--- config.mk ---
export PLATFORM = sky130hd
export DESIGN_NAME = remote_io_alarm_interlock
export DESIGN_NICKNAME = d
export VERILOG_FILES = /design/src/logic/rio_pkg.sv /design/src/logic/remote_io_alarm_interlock.sv
export SDC_FILE = /design/constraint.sdc
export NUM_CORES = 1
export LEC_CHECK = 0
export BUFFER_PORTS_ARGS = -buffer_cell sky130_fd_sc_hd__buf_2
export CAP_MARGIN = 20
export CORE_AREA = 2 2 323 325
export CTS_CLUSTER_SIZE = 24
export DETAILED_ROUTE_END_ITERATION = 7
export DIE_AREA = 0 0 325 327
export PLACE_DENSITY = 0.46
export SLEW_MARGIN = 10
export SYNTH_ARGS = -nofsm -noshare
export SYNTH_HDL_FRONTEND = slang
export SYNTH_SLANG_ARGS = --single-unit
--- constraint.sdc ---
create_clock -name CLK_SYS -period 6.2 [get_ports CLK_SYS]
set_input_delay 1.24 -clock CLK_SYS [delete_from_list [all_inputs] [get_ports CLK_SYS]]
set_output_delay 1.24 -clock CLK_SYS [all_outputs]
set_load 0.01 [all_outputs]
--- src/logic/rio_pkg.sv ---
// What this block does
// - Up to twelve remote inputs, each assigned one selectable function code.
// - An active output-inhibit input forces all zone heater outputs off.
// - If any input is output-permit, heaters stay off unless one is active.
// - Function assignments change only while the change-permit setting is set.
// - With audible alarm fitted, output channel 1 drives the audible alarm.
// - Resettable mode: contact on after any zone alarm holds five seconds.
// - Resettable mode: acknowledge clears contact; later five-second alarm sets it again.
// - Non-resettable mode: contact on after five-second alarm; acknowledge ignored.
// - Non-resettable mode: contact off only when no alarm remains anywhere.
// - Run-permit is a normally-open contact closed when the mold is ready.
// - Run-permit open on interlink loss, unlocked zone off, blocking alarm, all locked.
// - Run-permit closes when one zone unlocked, all unlocked on, no blocking alarm.
// - Remote inputs act only after staying present for their input delay.
// - Remote outputs turn on only after the condition persists for the output delay.
// - Machine-ready input honoured only after its own separate delay.
// - Number of I/O pairs and each pair's module slot, one to four, configurable.
// - Remote standby: selected group uses standby setpoints, manual zones half output; here only STANDBY_REQ is raised.
// - Remote boost: selected group boosted for boost time, then returns automatically; here BOOST_REQ only follows the input, with no timer.
//
// Purpose: constants, register map and function codes for the remote I/O block
// Assumes: 20 MHz system clock
// Notes: registers are word indexed on a plain strobe port
package rio_pkg;
  localparam int CLK_HZ = 20000000;
  localparam int ALARM_HOLD_S = 5;
  localparam int ADDR_W = 6;
  localparam int FUNC_W = 4;
  // Function codes for inputs
  typedef enum logic [3:0] {
    FI_NONE, FI_INHIBIT, FI_ALLOW, FI_STANDBY, FI_BOOST, FI_SEQ_START, FI_SEQ_COOL,
    FI_SEQ_POWERUP, FI_EVEN_COOL, FI_CYCLE_START, FI_WATER, FI_RESTORE, FI_READY
  } in_func_t;
  // Function codes for outputs
  typedef enum logic [3:0] {
    FO_NONE, FO_ALARM_RES, FO_ALARM_NONRES, FO_RUN_PERMIT, FO_AUDIBLE
  } out_func_t;
  // Register offsets
  localparam logic [5:0] REG_CTRL = 6'h00;      // [0] change permit, [1] audible fitted
  localparam logic [5:0] REG_ACK = 6'h01;       // Write 1 to bit 0 acknowledges alarm
  localparam logic [5:0] REG_STATUS = 6'h02;    // Derived status bits
  localparam logic [5:0] REG_IN_STATE = 6'h03;  // Qualified input levels
  localparam logic [5:0] REG_OUT_STATE = 6'h04; // Remote output levels
  localparam logic [5:0] REG_READY_DLY = 6'h05; // Machine-ready delay, seconds
  localparam logic [5:0] REG_PAIRS = 6'h06;     // Number of active pairs
  localparam logic [5:0] REG_IN_FUNC = 6'h10;   // 0x10..0x1b input functions
  localparam logic [5:0] REG_IN_DLY = 6'h1c;    // 0x1c..0x27 input delays
  localparam logic [5:0] REG_OUT_FUNC = 6'h28;  // 0x28..0x33 output functions
  localparam logic [5:0] REG_SLOT = 6'h34;      // 0x34..0x3f pair module slot
  localparam logic [7:0] DLY_RESET = 8'h00;
  localparam logic [1:0] SLOT_RESET = 2'h0;
  localparam int CTRL_PERMIT = 0;
  localparam int CTRL_AUDIBLE = 1;
endpackage

--- src/logic/remote_io_alarm_interlock.sv ---
// Purpose: remote input qualification, function mapping, alarm and run-permit contacts
// Assumes: all inputs synchronous to CLK_SYS; output channel index also selects delay
// Notes: output delays share the input delay table per I/O pair
`timescale 1ns/1ps
module remote_io_alarm_interlock
  import rio_pkg::*;
#(
  parameter int NCH = 12,
  parameter int NZONE = 8,
  parameter int DLY_W = 8,
  parameter int TICK_CYC = CLK_HZ
) (
  input wire logic CLK_SYS,
  input wire logic RST_B,
  input wire logic [ADDR_W-1:0] ADDR,
  input wire logic [31:0] WDATA,
  input wire logic WR,
  input wire logic RD,
  output logic [31:0] RDATA,
  input wire logic [NCH-1:0] REMOTE_IN,
  input wire logic [NZONE-1:0] ZONE_ALARM,
  input wire logic [NZONE-1:0] ZONE_PERMIT_BLOCK,
  input wire logic [NZONE-1:0] ZONE_ON,
  input wire logic [NZONE-1:0] ZONE_LOCKED,
  input wire logic OTHER_ALARM,
  input wire logic INTERLINK_OK,
  output logic HEAT_ENABLE,
  output logic STANDBY_REQ,
  output logic BOOST_REQ,
  output logic WATER_FLOW,
  output logic MACHINE_READY,
  output logic [NCH-1:0] REMOTE_OUT,
  output logic [NCH-1:0] OUT_CHANNEL_EN
);
  // Elaboration checks: the pair count register is four bits wide and
  // delays are taken straight from the low bits of the write data
  if (NCH < 1 || NCH > 12) begin : g_bad_nch
    $error("NCH must be 1..12");
  end
  if (TICK_CYC < 1) begin : g_bad_tick
    $error("TICK_CYC must be positive");
  end
  if (DLY_W < 8 || DLY_W > 32) begin : g_bad_dly
    $error("DLY_W must be 8..32");
  end

  logic [31:0] tick_cnt;
  logic tick;
  logic change_permit, audible_fitted, ack;
  logic [3:0] pairs;
  logic [DLY_W-1:0] ready_dly;
  logic [FUNC_W-1:0] in_func [NCH];
  logic [FUNC_W-1:0] out_func [NCH];
  logic [DLY_W-1:0] io_dly [NCH];
  logic [1:0] slot [NCH];
  logic [DLY_W-1:0] in_cnt [NCH];
  logic [DLY_W-1:0] out_cnt [NCH];
  logic [NCH-1:0] in_q, cond, out_q;
  logic [DLY_W-1:0] rdy_cnt;
  logic rdy_q;
  logic [2:0] alm_cnt;
  logic any_alarm, alarm_latch;
  logic inhibit, allow_used, allow_act, run_permit;

  // One-second tick shared by every delay counter
  // A free-running divider keeps all delays on one grid, so a delay of N
  // seconds really lasts between N-1 and N seconds; cheaper than per-channel dividers
  always_ff @(posedge CLK_SYS or negedge RST_B) begin
    if (!RST_B) begin
      tick_cnt <= 32'h0;
      tick <= 1'b0;
    end else if (tick_cnt == 32'(TICK_CYC - 1)) begin
      tick_cnt <= 32'h0;
      tick <= 1'b1;
    end else begin
      tick_cnt <= tick_cnt + 32'h1;
      tick <= 1'b0;
    end
  end

  // Control and configuration writes; assignments locked unless permit set
  // Delay and slot words stay writable while locked: only a function code
  // can switch heaters or contacts, so only those are guarded
  always_ff @(posedge CLK_SYS or negedge RST_B) begin
    if (!RST_B) begin
      change_permit <= 1'b0;
      audible_fitted <= 1'b0;
      ready_dly <= DLY_W'(DLY_RESET);
      pairs <= 4'(NCH);
      for (int i = 0; i < NCH; i++) begin
        in_func[i] <= FI_NONE;
        out_func[i] <= FO_NONE;
        io_dly[i] <= DLY_W'(DLY_RESET);
        slot[i] <= SLOT_RESET;
      end
    end else if (WR) begin
      if (ADDR == REG_CTRL) begin
        change_permit <= WDATA[CTRL_PERMIT];
        audible_fitted <= WDATA[CTRL_AUDIBLE];
      end
      if (ADDR == REG_READY_DLY) ready_dly <= WDATA[DLY_W-1:0];
      if (ADDR == REG_PAIRS && WDATA[3:0] <= 4'(NCH)) pairs <= WDATA[3:0];
      for (int i = 0; i < NCH; i++) begin
        if (change_permit && ADDR == REG_IN_FUNC + 6'(i)) in_func[i] <= WDATA[3:0];
        if (change_permit && ADDR == REG_OUT_FUNC + 6'(i)) out_func[i] <= WDATA[3:0];
        if (ADDR == REG_IN_DLY + 6'(i)) io_dly[i] <= WDATA[DLY_W-1:0];
        if (ADDR == REG_SLOT + 6'(i)) slot[i] <= WDATA[1:0];
      end
    end
  end

  // Acknowledge is a one-cycle pulse from a register write
  // Writing zero to the acknowledge word does nothing, so a stray write is harmless
  assign ack = WR && ADDR == REG_ACK && WDATA[0];

  // Input qualification: counter restarts whenever the input drops
  // Channels beyond the active pair count read as absent whatever their pin does
  // A zero delay still costs one clock to qualify, which filters nothing
  always_ff @(posedge CLK_SYS or negedge RST_B) begin
    if (!RST_B) begin
      for (int i = 0; i < NCH; i++) in_cnt[i] <= '0;
      in_q <= '0;
    end else begin
      for (int i = 0; i < NCH; i++) begin
        if (!REMOTE_IN[i] || i >= pairs) begin
          in_cnt[i] <= '0;
          in_q[i] <= 1'b0;
        end else if (in_cnt[i] >= io_dly[i]) begin
          in_q[i] <= 1'b1;
        end else if (tick) begin
          in_cnt[i] <= in_cnt[i] + 1'b1;
        end
      end
    end
  end

  // Machine-ready uses its own delay on top of the input channel
  // The channel's input delay runs first, so the two delays add up
  always_ff @(posedge CLK_SYS or negedge RST_B) begin
    if (!RST_B) begin
      rdy_cnt <= '0;
      rdy_q <= 1'b0;
    end else begin
      logic raw;
      raw = 1'b0;
      for (int i = 0; i < NCH; i++) if (in_q[i] && in_func[i] == FI_READY) raw = 1'b1;
      if (!raw) begin
        rdy_cnt <= '0;
        rdy_q <= 1'b0;
      end else if (rdy_cnt >= ready_dly) begin
        rdy_q <= 1'b1;
      end else if (tick) begin
        rdy_cnt <= rdy_cnt + 1'b1;
      end
    end
  end

  // Function decode of qualified inputs
  // Allow only gates heat once some active channel carries that function;
  // otherwise an unconfigured controller could never heat
  always_comb begin
    inhibit = 1'b0;
    allow_used = 1'b0;
    allow_act = 1'b0;
    STANDBY_REQ = 1'b0;
    BOOST_REQ = 1'b0;
    WATER_FLOW = 1'b0;
    for (int i = 0; i < NCH; i++) begin
      if (in_q[i] && in_func[i] == FI_INHIBIT) inhibit = 1'b1;
      if (i < pairs && in_func[i] == FI_ALLOW) allow_used = 1'b1;
      if (in_q[i] && in_func[i] == FI_ALLOW) allow_act = 1'b1;
      if (in_q[i] && in_func[i] == FI_STANDBY) STANDBY_REQ = 1'b1;
      if (in_q[i] && in_func[i] == FI_BOOST) BOOST_REQ = 1'b1;
      if (in_q[i] && in_func[i] == FI_WATER) WATER_FLOW = 1'b1;
    end
  end

  assign HEAT_ENABLE = !inhibit && (!allow_used || allow_act);
  assign MACHINE_READY = rdy_q;

  // Five-second continuous alarm detector
  // The count saturates at the hold time, so a standing alarm keeps it there
  assign any_alarm = |ZONE_ALARM;
  always_ff @(posedge CLK_SYS or negedge RST_B) begin
    if (!RST_B) begin
      alm_cnt <= 3'h0;
    end else if (!any_alarm) begin
      alm_cnt <= 3'h0;
    end else if (tick && alm_cnt < 3'(ALARM_HOLD_S)) begin
      alm_cnt <= alm_cnt + 3'h1;
    end
  end

  // Resettable latch: set after hold time, cleared by acknowledge, set wins
  // Re-arming needs the alarm to drop, so a standing alarm stays silenced
  logic alm_armed;
  always_ff @(posedge CLK_SYS or negedge RST_B) begin
    if (!RST_B) begin
      alarm_latch <= 1'b0;
      alm_armed <= 1'b1;
    end else begin
      if (!any_alarm) alm_armed <= 1'b1;
      if (alm_cnt == 3'(ALARM_HOLD_S) && alm_armed) begin
        alarm_latch <= 1'b1;
        // One set per alarm run, else a standing alarm would beat every acknowledge
        alm_armed <= !any_alarm;
      end else if (ack) begin
        alarm_latch <= 1'b0;
      end
    end
  end

  // Non-resettable contact: on after hold, off only when nothing is alarming
  // Other alarms keep it on but never start it; only zone alarms count the hold
  logic nonres;
  always_ff @(posedge CLK_SYS or negedge RST_B) begin
    if (!RST_B) nonres <= 1'b0;
    else if (alm_cnt == 3'(ALARM_HOLD_S)) nonres <= 1'b1;
    else if (!any_alarm && !OTHER_ALARM) nonres <= 1'b0;
  end

  // Run-permit conditions
  // Open by default: any doubt about the mold leaves the machine waiting
  always_comb begin
    logic all_locked, unlocked_off;
    all_locked = &ZONE_LOCKED;
    unlocked_off = |(~ZONE_LOCKED & ~ZONE_ON);
    run_permit = INTERLINK_OK && !all_locked && !unlocked_off
      && !(|ZONE_PERMIT_BLOCK);
  end

  // Per-output conditions, channel 1 forced to audible alarm when fitted
  // Channels beyond the pair count are held off so an unused contact never closes
  always_comb begin
    for (int i = 0; i < NCH; i++) begin
      out_func_t f;
      f = out_func_t'(out_func[i]);
      if (i == 0 && audible_fitted) f = FO_AUDIBLE;
      case (f)
        FO_ALARM_RES: cond[i] = alarm_latch;
        FO_ALARM_NONRES: cond[i] = nonres;
        FO_RUN_PERMIT: cond[i] = run_permit;
        FO_AUDIBLE: cond[i] = alarm_latch;
        default: cond[i] = 1'b0;
      endcase
      if (i >= pairs) cond[i] = 1'b0;
    end
  end

  // Output delay: turn-on is delayed, turn-off is immediate
  // One delay word per pair serves both directions, keeping the table small
  always_ff @(posedge CLK_SYS or negedge RST_B) begin
    if (!RST_B) begin
      for (int i = 0; i < NCH; i++) out_cnt[i] <= '0;
      out_q <= '0;
    end else begin
      for (int i = 0; i < NCH; i++) begin
        if (!cond[i]) begin
          out_cnt[i] <= '0;
          out_q[i] <= 1'b0;
        end else if (out_cnt[i] >= io_dly[i]) begin
          out_q[i] <= 1'b1;
        end else if (tick) begin
          out_cnt[i] <= out_cnt[i] + 1'b1;
        end
      end
    end
  end

  assign REMOTE_OUT = out_q;
  always_comb begin
    for (int i = 0; i < NCH; i++) OUT_CHANNEL_EN[i] = (i < pairs);
  end

  // Register read, data one cycle after strobe; unmapped reads zero
  // Data hold until the next read, though the master only takes them the cycle after
  always_ff @(posedge CLK_SYS or negedge RST_B) begin
    if (!RST_B) begin
      RDATA <= 32'h0;
    end else if (RD) begin
      RDATA <= 32'h0;
      case (ADDR)
        REG_CTRL: RDATA <= {30'h0, audible_fitted, change_permit};
        REG_STATUS: RDATA <= {26'h0, rdy_q, run_permit, nonres, alarm_latch, inhibit,
          HEAT_ENABLE};
        REG_IN_STATE: RDATA <= 32'(in_q);
        REG_OUT_STATE: RDATA <= 32'(out_q);
        REG_READY_DLY: RDATA <= 32'(ready_dly);
        REG_PAIRS: RDATA <= {28'h0, pairs};
        default: begin
          for (int i = 0; i < NCH; i++) begin
            if (ADDR == REG_IN_FUNC + 6'(i)) RDATA <= {28'h0, in_func[i]};
            if (ADDR == REG_IN_DLY + 6'(i)) RDATA <= 32'(io_dly[i]);
            if (ADDR == REG_OUT_FUNC + 6'(i)) RDATA <= {28'h0, out_func[i]};
            if (ADDR == REG_SLOT + 6'(i)) RDATA <= {30'h0, slot[i]};
          end
        end
      endcase
    end
  end
endmodule

Word level (Yosys, flattened, before mapping)
Index checks and enable logic that the tools add are counted.
Storage, ports and cells
  input port bits: 88
  register bits: 526
  logic and storage cells: 981
Cells by class
  bitwise gates (word level): 3
  magnitude comparators: 51
  muxes and demuxes: 293
  reductions and logical operators: 269
  add/subtract/negate cells: 27
  equality and inequality tests: 229
Operators by type and width (number)
  32-bit 2-to-1 mux: 48
  8-bit 2-to-1 mux: 75
  8-bit by 1-bit adder with 8-bit output, second input constant: 25
  8-bit >= comparator: 25
  4-bit by 2-bit == test with 1-bit output, second input constant: 48
  6-bit == test, second input constant: 32
  32-bit one-hot mux with 6 select lines: 1
  1-bit 2-to-1 mux: 153
  2-bit AND reduction: 76
  1-bit logical AND: 118
  4-bit by 1-bit == test with 1-bit output, second input constant: 24
  4-bit by 3-bit == test with 1-bit output, second input constant: 24
  4-bit == test, second input constant: 24
  6-bit by 5-bit == test with 1-bit output, second input constant: 16
  2-bit inequality test, second input constant: 38
  2-bit nonzero test: 26
  1-bit one-hot mux with 3 select lines: 12
  32-bit by 1-bit adder with 32-bit output, second input constant: 1
  32-bit by 25-bit == test with 1-bit output, second input constant: 1
  2-bit by 1-bit inequality test with 1-bit output, second input constant: 15
  2-bit OR reduction: 12
  8-bit OR reduction: 3
  1-bit zero test: 19
  6-bit by 3-bit == test with 1-bit output, second input constant: 3
  21 further kinds: 53

Depth between registers and ports, before layout
Gate-level depths: netlist of run 1.
  depth in word-level cells: 50
  depth in mapped cells: 11
  depth with buffers taken out: 10

Worst setup path after synthesis of run 1
Ideal clock, no wire load.
  kind: input-to-reg
  start: in ADDR[3]
  end: reg RDATA[1]
  stages: 10
  setup slack: 2.963 ns
  arrival time: 3.113 ns
  buffers on the path: 2
  library setup time: 0.124 ns
  data required time: 6.076 ns
  path through: buf_2 -> nor4bb_1 -> buf_6 -> and2_4 -> a221o_1 -> a2111oi_2 -> o211ai_1 -> a31oi_1 -> o21ai_1 -> a211o_1
On the way
  cells in the longest elaborated chain, start to end: 50
  elaborated cells on any way between the ends: 103
  classes of those cells: eq/ne (53); mux (49); reduce/logical (1)
Ends and longest elaborated chain
  from (decl): line remote_io_alarm_interlock.sv:15  | input wire logic [ADDR_W-1:0] ADDR,
  6-bit by 5-bit == test with 1-bit output: line remote_io_alarm_interlock.sv:292  | if (ADDR == REG_IN_FUNC + 6'(i)) RDATA <= {28'h0, in_func[i]};
  4-bit 2-to-1 mux: line remote_io_alarm_interlock.sv:292
  32-bit 2-to-1 mux: line remote_io_alarm_interlock.sv:293  | if (ADDR == REG_IN_DLY + 6'(i)) RDATA <= 32'(io_dly[i]);
  32-bit 2-to-1 mux: line remote_io_alarm_interlock.sv:294  | if (ADDR == REG_OUT_FUNC + 6'(i)) RDATA <= {28'h0, out_func[i]};
  32-bit 2-to-1 mux: line remote_io_alarm_interlock.sv:295  | if (ADDR == REG_SLOT + 6'(i)) RDATA <= {30'h0, slot[i]};
  32-bit 2-to-1 mux: line remote_io_alarm_interlock.sv:292
  32-bit 2-to-1 mux: line remote_io_alarm_interlock.sv:293
  32-bit 2-to-1 mux: line remote_io_alarm_interlock.sv:294
  [... 34 more ...]
  32-bit 2-to-1 mux: line remote_io_alarm_interlock.sv:293
  32-bit 2-to-1 mux: line remote_io_alarm_interlock.sv:294
  32-bit 2-to-1 mux: line remote_io_alarm_interlock.sv:295
  32-bit 2-to-1 mux: line remote_io_alarm_interlock.sv:292
  32-bit 2-to-1 mux: line remote_io_alarm_interlock.sv:293
  32-bit 2-to-1 mux: line remote_io_alarm_interlock.sv:294
  32-bit 2-to-1 mux: line remote_io_alarm_interlock.sv:295
  32-bit one-hot mux with 6 select lines (*): line remote_io_alarm_interlock.sv:282  | case (ADDR)
  to (signal assigned): line remote_io_alarm_interlock.sv:293
  to (signal assigned): line remote_io_alarm_interlock.sv:294
  to (signal assigned): line remote_io_alarm_interlock.sv:295
  to (decl): line remote_io_alarm_interlock.sv:19  | output logic [31:0] RDATA,
Mark *: on every way between the ends. The rest lies on a longest branch, timed or not.
A chain may end at the register's enable or synchronous reset.

Worst setup path after layout of run 1
  start: reg pairs[3]
  end: out HEAT_ENABLE
On the way
  cells in the longest elaborated chain, start to end: 17
  elaborated cells on any way between the ends: 39
  classes of those cells: order compare (12); mux (12); reduce/logical (15)
Ends and longest elaborated chain
  from (decl): line remote_io_alarm_interlock.sv:50  | logic [3:0] pairs;
  from (signal assigned): line remote_io_alarm_interlock.sv:89  | pairs <= 4'(NCH);
  from (signal assigned): line remote_io_alarm_interlock.sv:102  | if (ADDR == REG_PAIRS && WDATA[3:0] <= 4'(NCH)) pairs <= WDATA[3:0];
  1-bit by 4-bit < comparator with 1-bit output: line remote_io_alarm_interlock.sv:170  | if (i < pairs && in_func[i] == FI_ALLOW) allow_used = 1'b1;
  1-bit logical AND: line remote_io_alarm_interlock.sv:170
  1-bit 2-to-1 mux (11 in series): line remote_io_alarm_interlock.sv:170
  1-bit 2-to-1 mux (*): line remote_io_alarm_interlock.sv:170
  1-bit zero test (*): line remote_io_alarm_interlock.sv:178  | assign HEAT_ENABLE = !inhibit && (!allow_used || allow_act);
  1-bit logical OR (*): line remote_io_alarm_interlock.sv:178
  1-bit logical AND (*): line remote_io_alarm_interlock.sv:178
  to (decl): line remote_io_alarm_interlock.sv:27  | output logic HEAT_ENABLE,
Marks and branches as above.

==> qor.yml, run 1 <==
timing:
  hold_viol_final: 0
  slew_violations: 0
  skew_ns: 0.02842
  fin_crit_sh_pct: 78.38
  tns_ns: 0
  fmax_mhz: 205.8
  holdWs_ns: 0.4594
  setup_viol: 0
  maxSlewHeadroom_pct: 23.70
  period_minus_slack_ns: 4.860
  rsz0062_at_grt: "false"
  tightest_slew_ns: 1.132
setup_path:
  path_cells: "nor2_1 > nand2_1 > o21ai_0 > nand4_1 > a2111oi_0 > o211ai_1 > a21oi_1 > buf_2"
  worstSetupEndpointType: "output port"
  crit_fanout: 15
  critPathLaunchType: "register"
  critPathMaxStageDelay_ns: 0.61
  critical_path_class: "reg -> out"
  slowest_stage: "a21oi_1"
  required_ns: 4.96
  worst_ep_arrival_time_ns: 3.62
clock_network:
  cts.reportedPaths.clkPinSlew_ns: 0.06
  clk_latency_ns: 0.63
  cts_setup_buffers: 0
  numCtsBuffers: 66
  clkSinkCount: 506
  htree_levels: 3
  cts_buffer_depth: 3
  cts_hold_buf: 0
  tritoncts: "done"
  ctsResizeCount: 0
  clockRootBuffer: "clkbuf_16"
routing:
  vias_per_cell: 5.326
  routed_wl_mm: 109.6
  initialDrtViolationCount: 2117
  dr.pass1.iters: 6
  vias: 25350
  wl_per_cell_um: 23.03
  drc_errors: 0
  drtAntennaViolNets: 0
global_routing:
  grt_util_all_layers_pct: 20.42
  grt_max_degree: 139
  antenna_found_initial: 3
  overflow: 0
  grt_pass1_wl_mm: 164.4
  grt_pass1_vias: 24370
synth:
  synth_area_sq_um: 30600
  syn_avg_cell_area_sq_um: 9.466
  yosysUniqueCellTypes: 89
  yosys_register_bits: 506
  synth_edf_count: 0
  synthCells: 3233
  ys.flop_type: "dfrtp_1"
  yosysSeqAreaShare_pct: 41.39
  ys.warnings.count: 0
  ys_async_sr_fraction_pct: 100.0
floorplanning:
  initial_core_util_pct: 29.74
  core_sq_um: 102900
  dieArea_sq_um: 106300
  die_h_um: 327
  fp.dieW_um: 325
  pin_count: 149
  rows: 118
place:
  dp.final_hpwl_mm: 80.92
  gp_routability_congestion: 0.9959
  io_buffers: 104
finish:
  num-fill-cells: 10590
  post_route_cells_drive_above_1_share_pct: 13.71
  area_growth_pct: 13.72
  final_net_count: 3649
power:
  powerDensity_nw_per_um2: 252.0
  pwr-share-seq_pct: 42.4
  combPwrFrac_pct: 13.1
  internal-power_uw: 6243
  p_leak_uw: 0.01490
  clkPwrFrac_pct: 44.5
  swShare_pct: 28.81
  ir_drop_mv: 0.1767
  p_sw_uw: 2527
min_path:
  hold_path.class: "reg -> reg"
status:
  status: "completed"
job:
  drv_cap: 0
==> routing by layer <==
layer	track usage, %	up-vias	wire [um]
li1	-	11850	-
met1	28.78	12600	51030
met2	31.78	740	48630
met3	3.300	160	6134
met4	6.854	2	3792
met5	0	-	13
==> final cells by class <==
type	instances	area, sq um	share of cell area (%)
repair buffers	140	845.8	2.430
diodes	1	2.502	0.007191
flip-flops and latches	506	12670	36.41
clock buffers	100	1933	5.555
inverters	160	600.6	1.726
multi-input cells	2459	16800	48.27
clock inverters	13	225.2	0.6472
well taps	1380	1727	4.962
==> placed cells by master, fill, tap and decap left out, types with 44 or more instances in the layout <==
master     count
dfrtp_1      502
nor2_1       329
nand2_1      279
ha_1         228
o21ai_0      181
mux2_2       173
inv_1        158
nand3_1      154
a21oi_1      148
buf_2        103
xnor2_1       82
nand4_1       80
xor2_1        80
clkbuf_16     69
nand2b_1      59
nor3_1        46
a21o_1        44
==> worst paths after layout <==
check / from / to / slack (ns) / cells after the start
worst min-delay path: tick_cnt[0] / tick_cnt[0] / 0.46 / 1
worst min register to register: tick_cnt[0] / tick_cnt[0] / 0.46 / 1
worst max register to register: pairs[3] / RDATA[0] / 3.13 / 8
worst max-delay path: pairs[3] / HEAT_ENABLE / 1.34 / 8
max in group asynchronous: RST_B / in_cnt[2] / 4.24 / 2
min in group asynchronous: RST_B / in_cnt[73] / 0.66 / 1
==> power groups by stage <==
stage / Combinational [uW] / Clock (uW) / Sequential [uW]
after global placement: 1150 / 0 / 3770
after CTS: 1160 / 4010 / 3710
after floorplan: 741 / 0 / 3610
after global routing: 1290 / 4150 / 3730
after detailed placement: 1160 / 0 / 3770
final: 1150 / 3900 / 3720
==> kinds of logic (layout without fill, tap and decap cells) <==
logic type	after synthesis	after routing	synth area share, %
and+or+nand+nor	1221	1221	19.98
AOI/OAI and AO/OA	640	640	13.79
DFF	506	506	41.39
buffers and inverters	287	413	4.015
adders and majority gates	228	228	9.322
muxes	188	188	6.856
xor gates and xnor gates	162	162	4.636
other	1	21	0.01225
==> synth_stat cells (14+ instances only) <==
library cell / instances / area, sq um
dfrtp_1: 503 / 12590
nor2_1: 329 / 1235
nand2_1: 279 / 1047
ha_1: 228 / 2853
o21ai_0: 181 / 905.9
mux2_2: 173 / 1948
inv_1: 160 / 600.6
nand3_1: 154 / 770.7
a21oi_1: 148 / 740.7
xnor2_1: 82 / 718.2
nand4_1: 80 / 500.5
xor2_1: 80 / 700.7
clkbuf_1: 77 / 289.0
nand2b_1: 59 / 369.1
nor3_1: 47 / 235.2
a21o_1: 44 / 330.3
and3_1: 42 / 262.8
or3_1: 42 / 262.8
a22oi_1: 38 / 285.3
and2_1: 32 / 200.2
nor4_1: 27 / 168.9
buf_4: 23 / 172.7
a221oi_1: 22 / 192.7
nor2b_1: 20 / 125.1
o22ai_1: 20 / 125.1
a31oi_1: 19 / 118.9
buf_2: 16 / 80.08
and4_1: 15 / 131.4
mux2i_1: 15 / 150.1
o21a_1: 14 / 105.1
==> worst max-delay path, delay by kind of cell, from the launching register on <==
family	cells	cell delay, ns
compound gates	4	1.48
simple gates	3	0.75
flops	1	0.50
buf+inv	1	0.25
==> state kept, by name, indices dropped and copies added, names as in the netlist, 3 cells and up <==
register,flops
in_cnt,96
io_dly,96
out_cnt,96
in_func,48
out_func,48
tick_cnt,32
slot,24
RDATA,12
REMOTE_OUT,12
in_q,12
rdy_cnt,8
ready_dly,8
pairs,4
alm_cnt,3
==> stage by stage <==
stage / utilization, % / area (sq um) / setup WS, ns / total power [uW] / std cells
CTS: 33.80 / 34790 / 1.364 / 8881 / 4757
global route: 33.82 / 34800 / 1.230 / 9159 / 4758
detailed placement: 31.71 / 32630 / 1.630 / 4928 / 4644
finish: 33.82 / 34800 / 1.340 / 8770 / 4759
global placement: 31.70 / 32620 / 1.730 / 4914 / 4643
floorplan: - / 30670 / 2.963 / 4355 / 3252
Note: power is estimated with default switching activity, not from simulation.
==> run 2: changes to the inputs <==
- clock period: 6.2 -> 4.9 ns (I/O delays scaled with it)
==> run 2 against run 1 <==
  * Count of clock-buffer cells in the layout unchanged
  * Sequential power grew 27%
  * Core utilization grew 0.31 points
  * Critical path depth stayed put
  * Clock skew up 0.011 ns
  * Sequential share of layout area shrank 0.33 points
  * Worst hold slack worse by 0.027 ns
  * Worst setup slack lost 0.91 ns
==> qor.yml, run 2 (synthesis results as in run 1) <==
floorplanning:
  dieArea_sq_um: 106300  # unchanged
  initial_core_util_pct: 29.74  # unchanged
  fp.dieW_um: 325  # unchanged
  pin_count: 149  # unchanged
  rows: 118  # unchanged
  core_sq_um: 102900  # unchanged
  die_h_um: 327  # unchanged
timing:
  maxSlewHeadroom_pct: 28.28  # +4.6 points
  tns_ns: 0  # unchanged
  rsz0062_at_grt: "false"
  hold_viol_final: 0  # unchanged
  skew_ns: 0.03904  # +0.01062 ns
  tightest_slew_ns: 1.049  # -0.08347 ns
  setup_viol: 0  # unchanged
  fin_crit_sh_pct: 91.17
  period_minus_slack_ns: 4.467
  fmax_mhz: 223.8
  slew_violations: 0  # unchanged
job:
  drv_cap: 0  # unchanged
status:
  status: "completed"
clock_network:
  ctsResizeCount: 0  # unchanged
  cts_setup_buffers: 0  # unchanged
  clkSinkCount: 506  # unchanged
  cts_hold_buf: 0  # unchanged
  clk_latency_ns: 0.63  # about the same
  clockRootBuffer: "clkbuf_16"
  cts.reportedPaths.clkPinSlew_ns: 0.05  # about the same
  tritoncts: "done"
  numCtsBuffers: 69  # +4.5%
  cts_buffer_depth: 3  # unchanged
  htree_levels: 3  # unchanged
global_routing:
  grt_util_all_layers_pct: 20.84  # +0.42 points
  grt_pass1_wl_mm: 167.2  # +1.7%
  gr-usage-met3_pct: 3.464  # +0.16 points
  grt_pass1_vias: 24490  # +0.50%
  overflow: 0  # unchanged
  antenna_found_initial: 5  # +2
  grt_max_degree: 110  # -21%
  busiest_layer: "met2"
  use_met1_pct: 29.34  # +0.56 points
  grtUsageMet2_pct: 32.05  # +0.26 points
setup_path:
  cp_top_family: "compound AO/OA/AOI/OAI gates"
  path_cells: "nor2_1 > nand2_1 > o21ai_0 > nand4_1 > a2111oi_0 > o211ai_1 > a21oi_1 > buf_2"
  timing.rr.start: "pairs[3]"
  worstSetupEndpointType: "output port"
  slowest_stage: "dfstp_2"
  crit_fanout: 15  # unchanged
  critical_path_class: "reg -> out"
  worst_ep_arrival_time_ns: 3.49  # -0.13 ns
  reg2reg_slack_ns: 1.97  # -1.16 ns
  ff2ff_path_depth: 8  # unchanged
  critPathMaxStageDelay_ns: 0.52  # -0.09 ns
  timing.rr.end: "RDATA[0]"
  critPathLaunchType: "register"
  path_buf_inv: 1  # unchanged
  required_ns: 3.92  # -1.04 ns
  worstSetupStartpoint: "pairs[3]"
place:
  gp_routability_congestion: 0.9881  # -0.78%
  io_buffers: 104  # unchanged
  dp.final_hpwl_mm: 83.60  # +3.3%
  postPlaceCellArea_sq_um: 32750  # +0.38%
power:
  pwr-share-seq_pct: 41.4  # -1.0 points
  powerDensity_nw_per_um2: 324.4  # +29%
  p_leak_uw: 0.01508  # +1.2%
  swShare_pct: 28.93  # +0.12 points
  internal-power_uw: 8097  # +30%
  p_sw_uw: 3297  # +30%
  ir_drop_mv: 0.2424  # +37%
  clkPwrFrac_pct: 45.8  # +1.3 points
  combPwrFrac_pct: 12.8  # -0.3 points
routing:
  wl_per_cell_um: 23.33  # +1.3%
  initialDrtViolationCount: 2108  # -0.43%
  dr.pass1.iters: 5  # -1
  vias: 25340  # -0.032%
  routed_wl_mm: 111.6  # +1.8%
  drtAntennaViolNets: 0  # unchanged
  vias_per_cell: 5.296  # -0.57%
  drc_errors: 0  # unchanged
finish:
  post_route_cells_drive_above_1_share_pct: 14.58  # +0.87 points
  reg.largest.list: "in_cnt x96, io_dly x96, out_cnt x96"
  final_net_count: 3665  # +0.44%
  fin_area_sq_um: 35120  # +0.92%
  mostFrequentLayoutCell: "dfrtp_1"
  most-common-layout-cells: "dfrtp_1, nor2_1, nand2_1"
  area_growth_pct: 14.77
min_path:
  hold_path.class: "in -> async"
-- run 2: worst max path at each step --
stage / end / slack (ns) / cells past startpoint
finish: HEAT_ENABLE / 0.43 / 8
global route: HEAT_ENABLE / 0.40 / 8
CTS: HEAT_ENABLE / 0.45 / 6
detailed placement: RDATA[1] / 0.67 / 9
global placement: RDATA[1] / 0.71 / 9
floorplan: RDATA[1] / 1.92 / 10
-- run 2: power by group through the flow --
stage	Combinational [uW]	Clock [uW]	Sequential, uW
2_1_floorplan	938	0	4570
3_3_place_gp	1460	0	4780
3_5_place_dp	1470	0	4780
4_1_cts	1480	5350	4710
5_1_grt	1650	5520	4730
6_report	1460	5210	4720
-- run 2: layout make-up --
class,count,area (sq um)
fill,10630,67780
multi-input combinational,2459,16800
sequential,506,12670
clock buffer,100,2038
tap,1380,1727
timing repair buffer,153,967.2
inverter,160,600.6
clock inverter,25,317.8
antenna,2,5.005
-- run 2: through the flow --
step           instances  total power, uW  util [%]  setup WS, ns  hold slack (ns)
3_5_place_dp        4657             6256     31.83        0.6675           0.4597
3_3_place_gp        4656             6240     31.82        0.7093           0.4541
4_1_cts             4782            11540     34.12        0.4509           0.4676
2_1_floorplan       3252             5510         -         1.923           0.4329
6_report            4785            11390     34.13        0.4326           0.4322
5_1_grt             4783            11890     34.13        0.4005           0.4880
-- run 2: routing by layer --
metal,part of all wire [%],vias up
met3,6.2,185
met1,46,12490
met4,3.9,2
met5,0.0072,-
met2,44,776
li1,-,11890
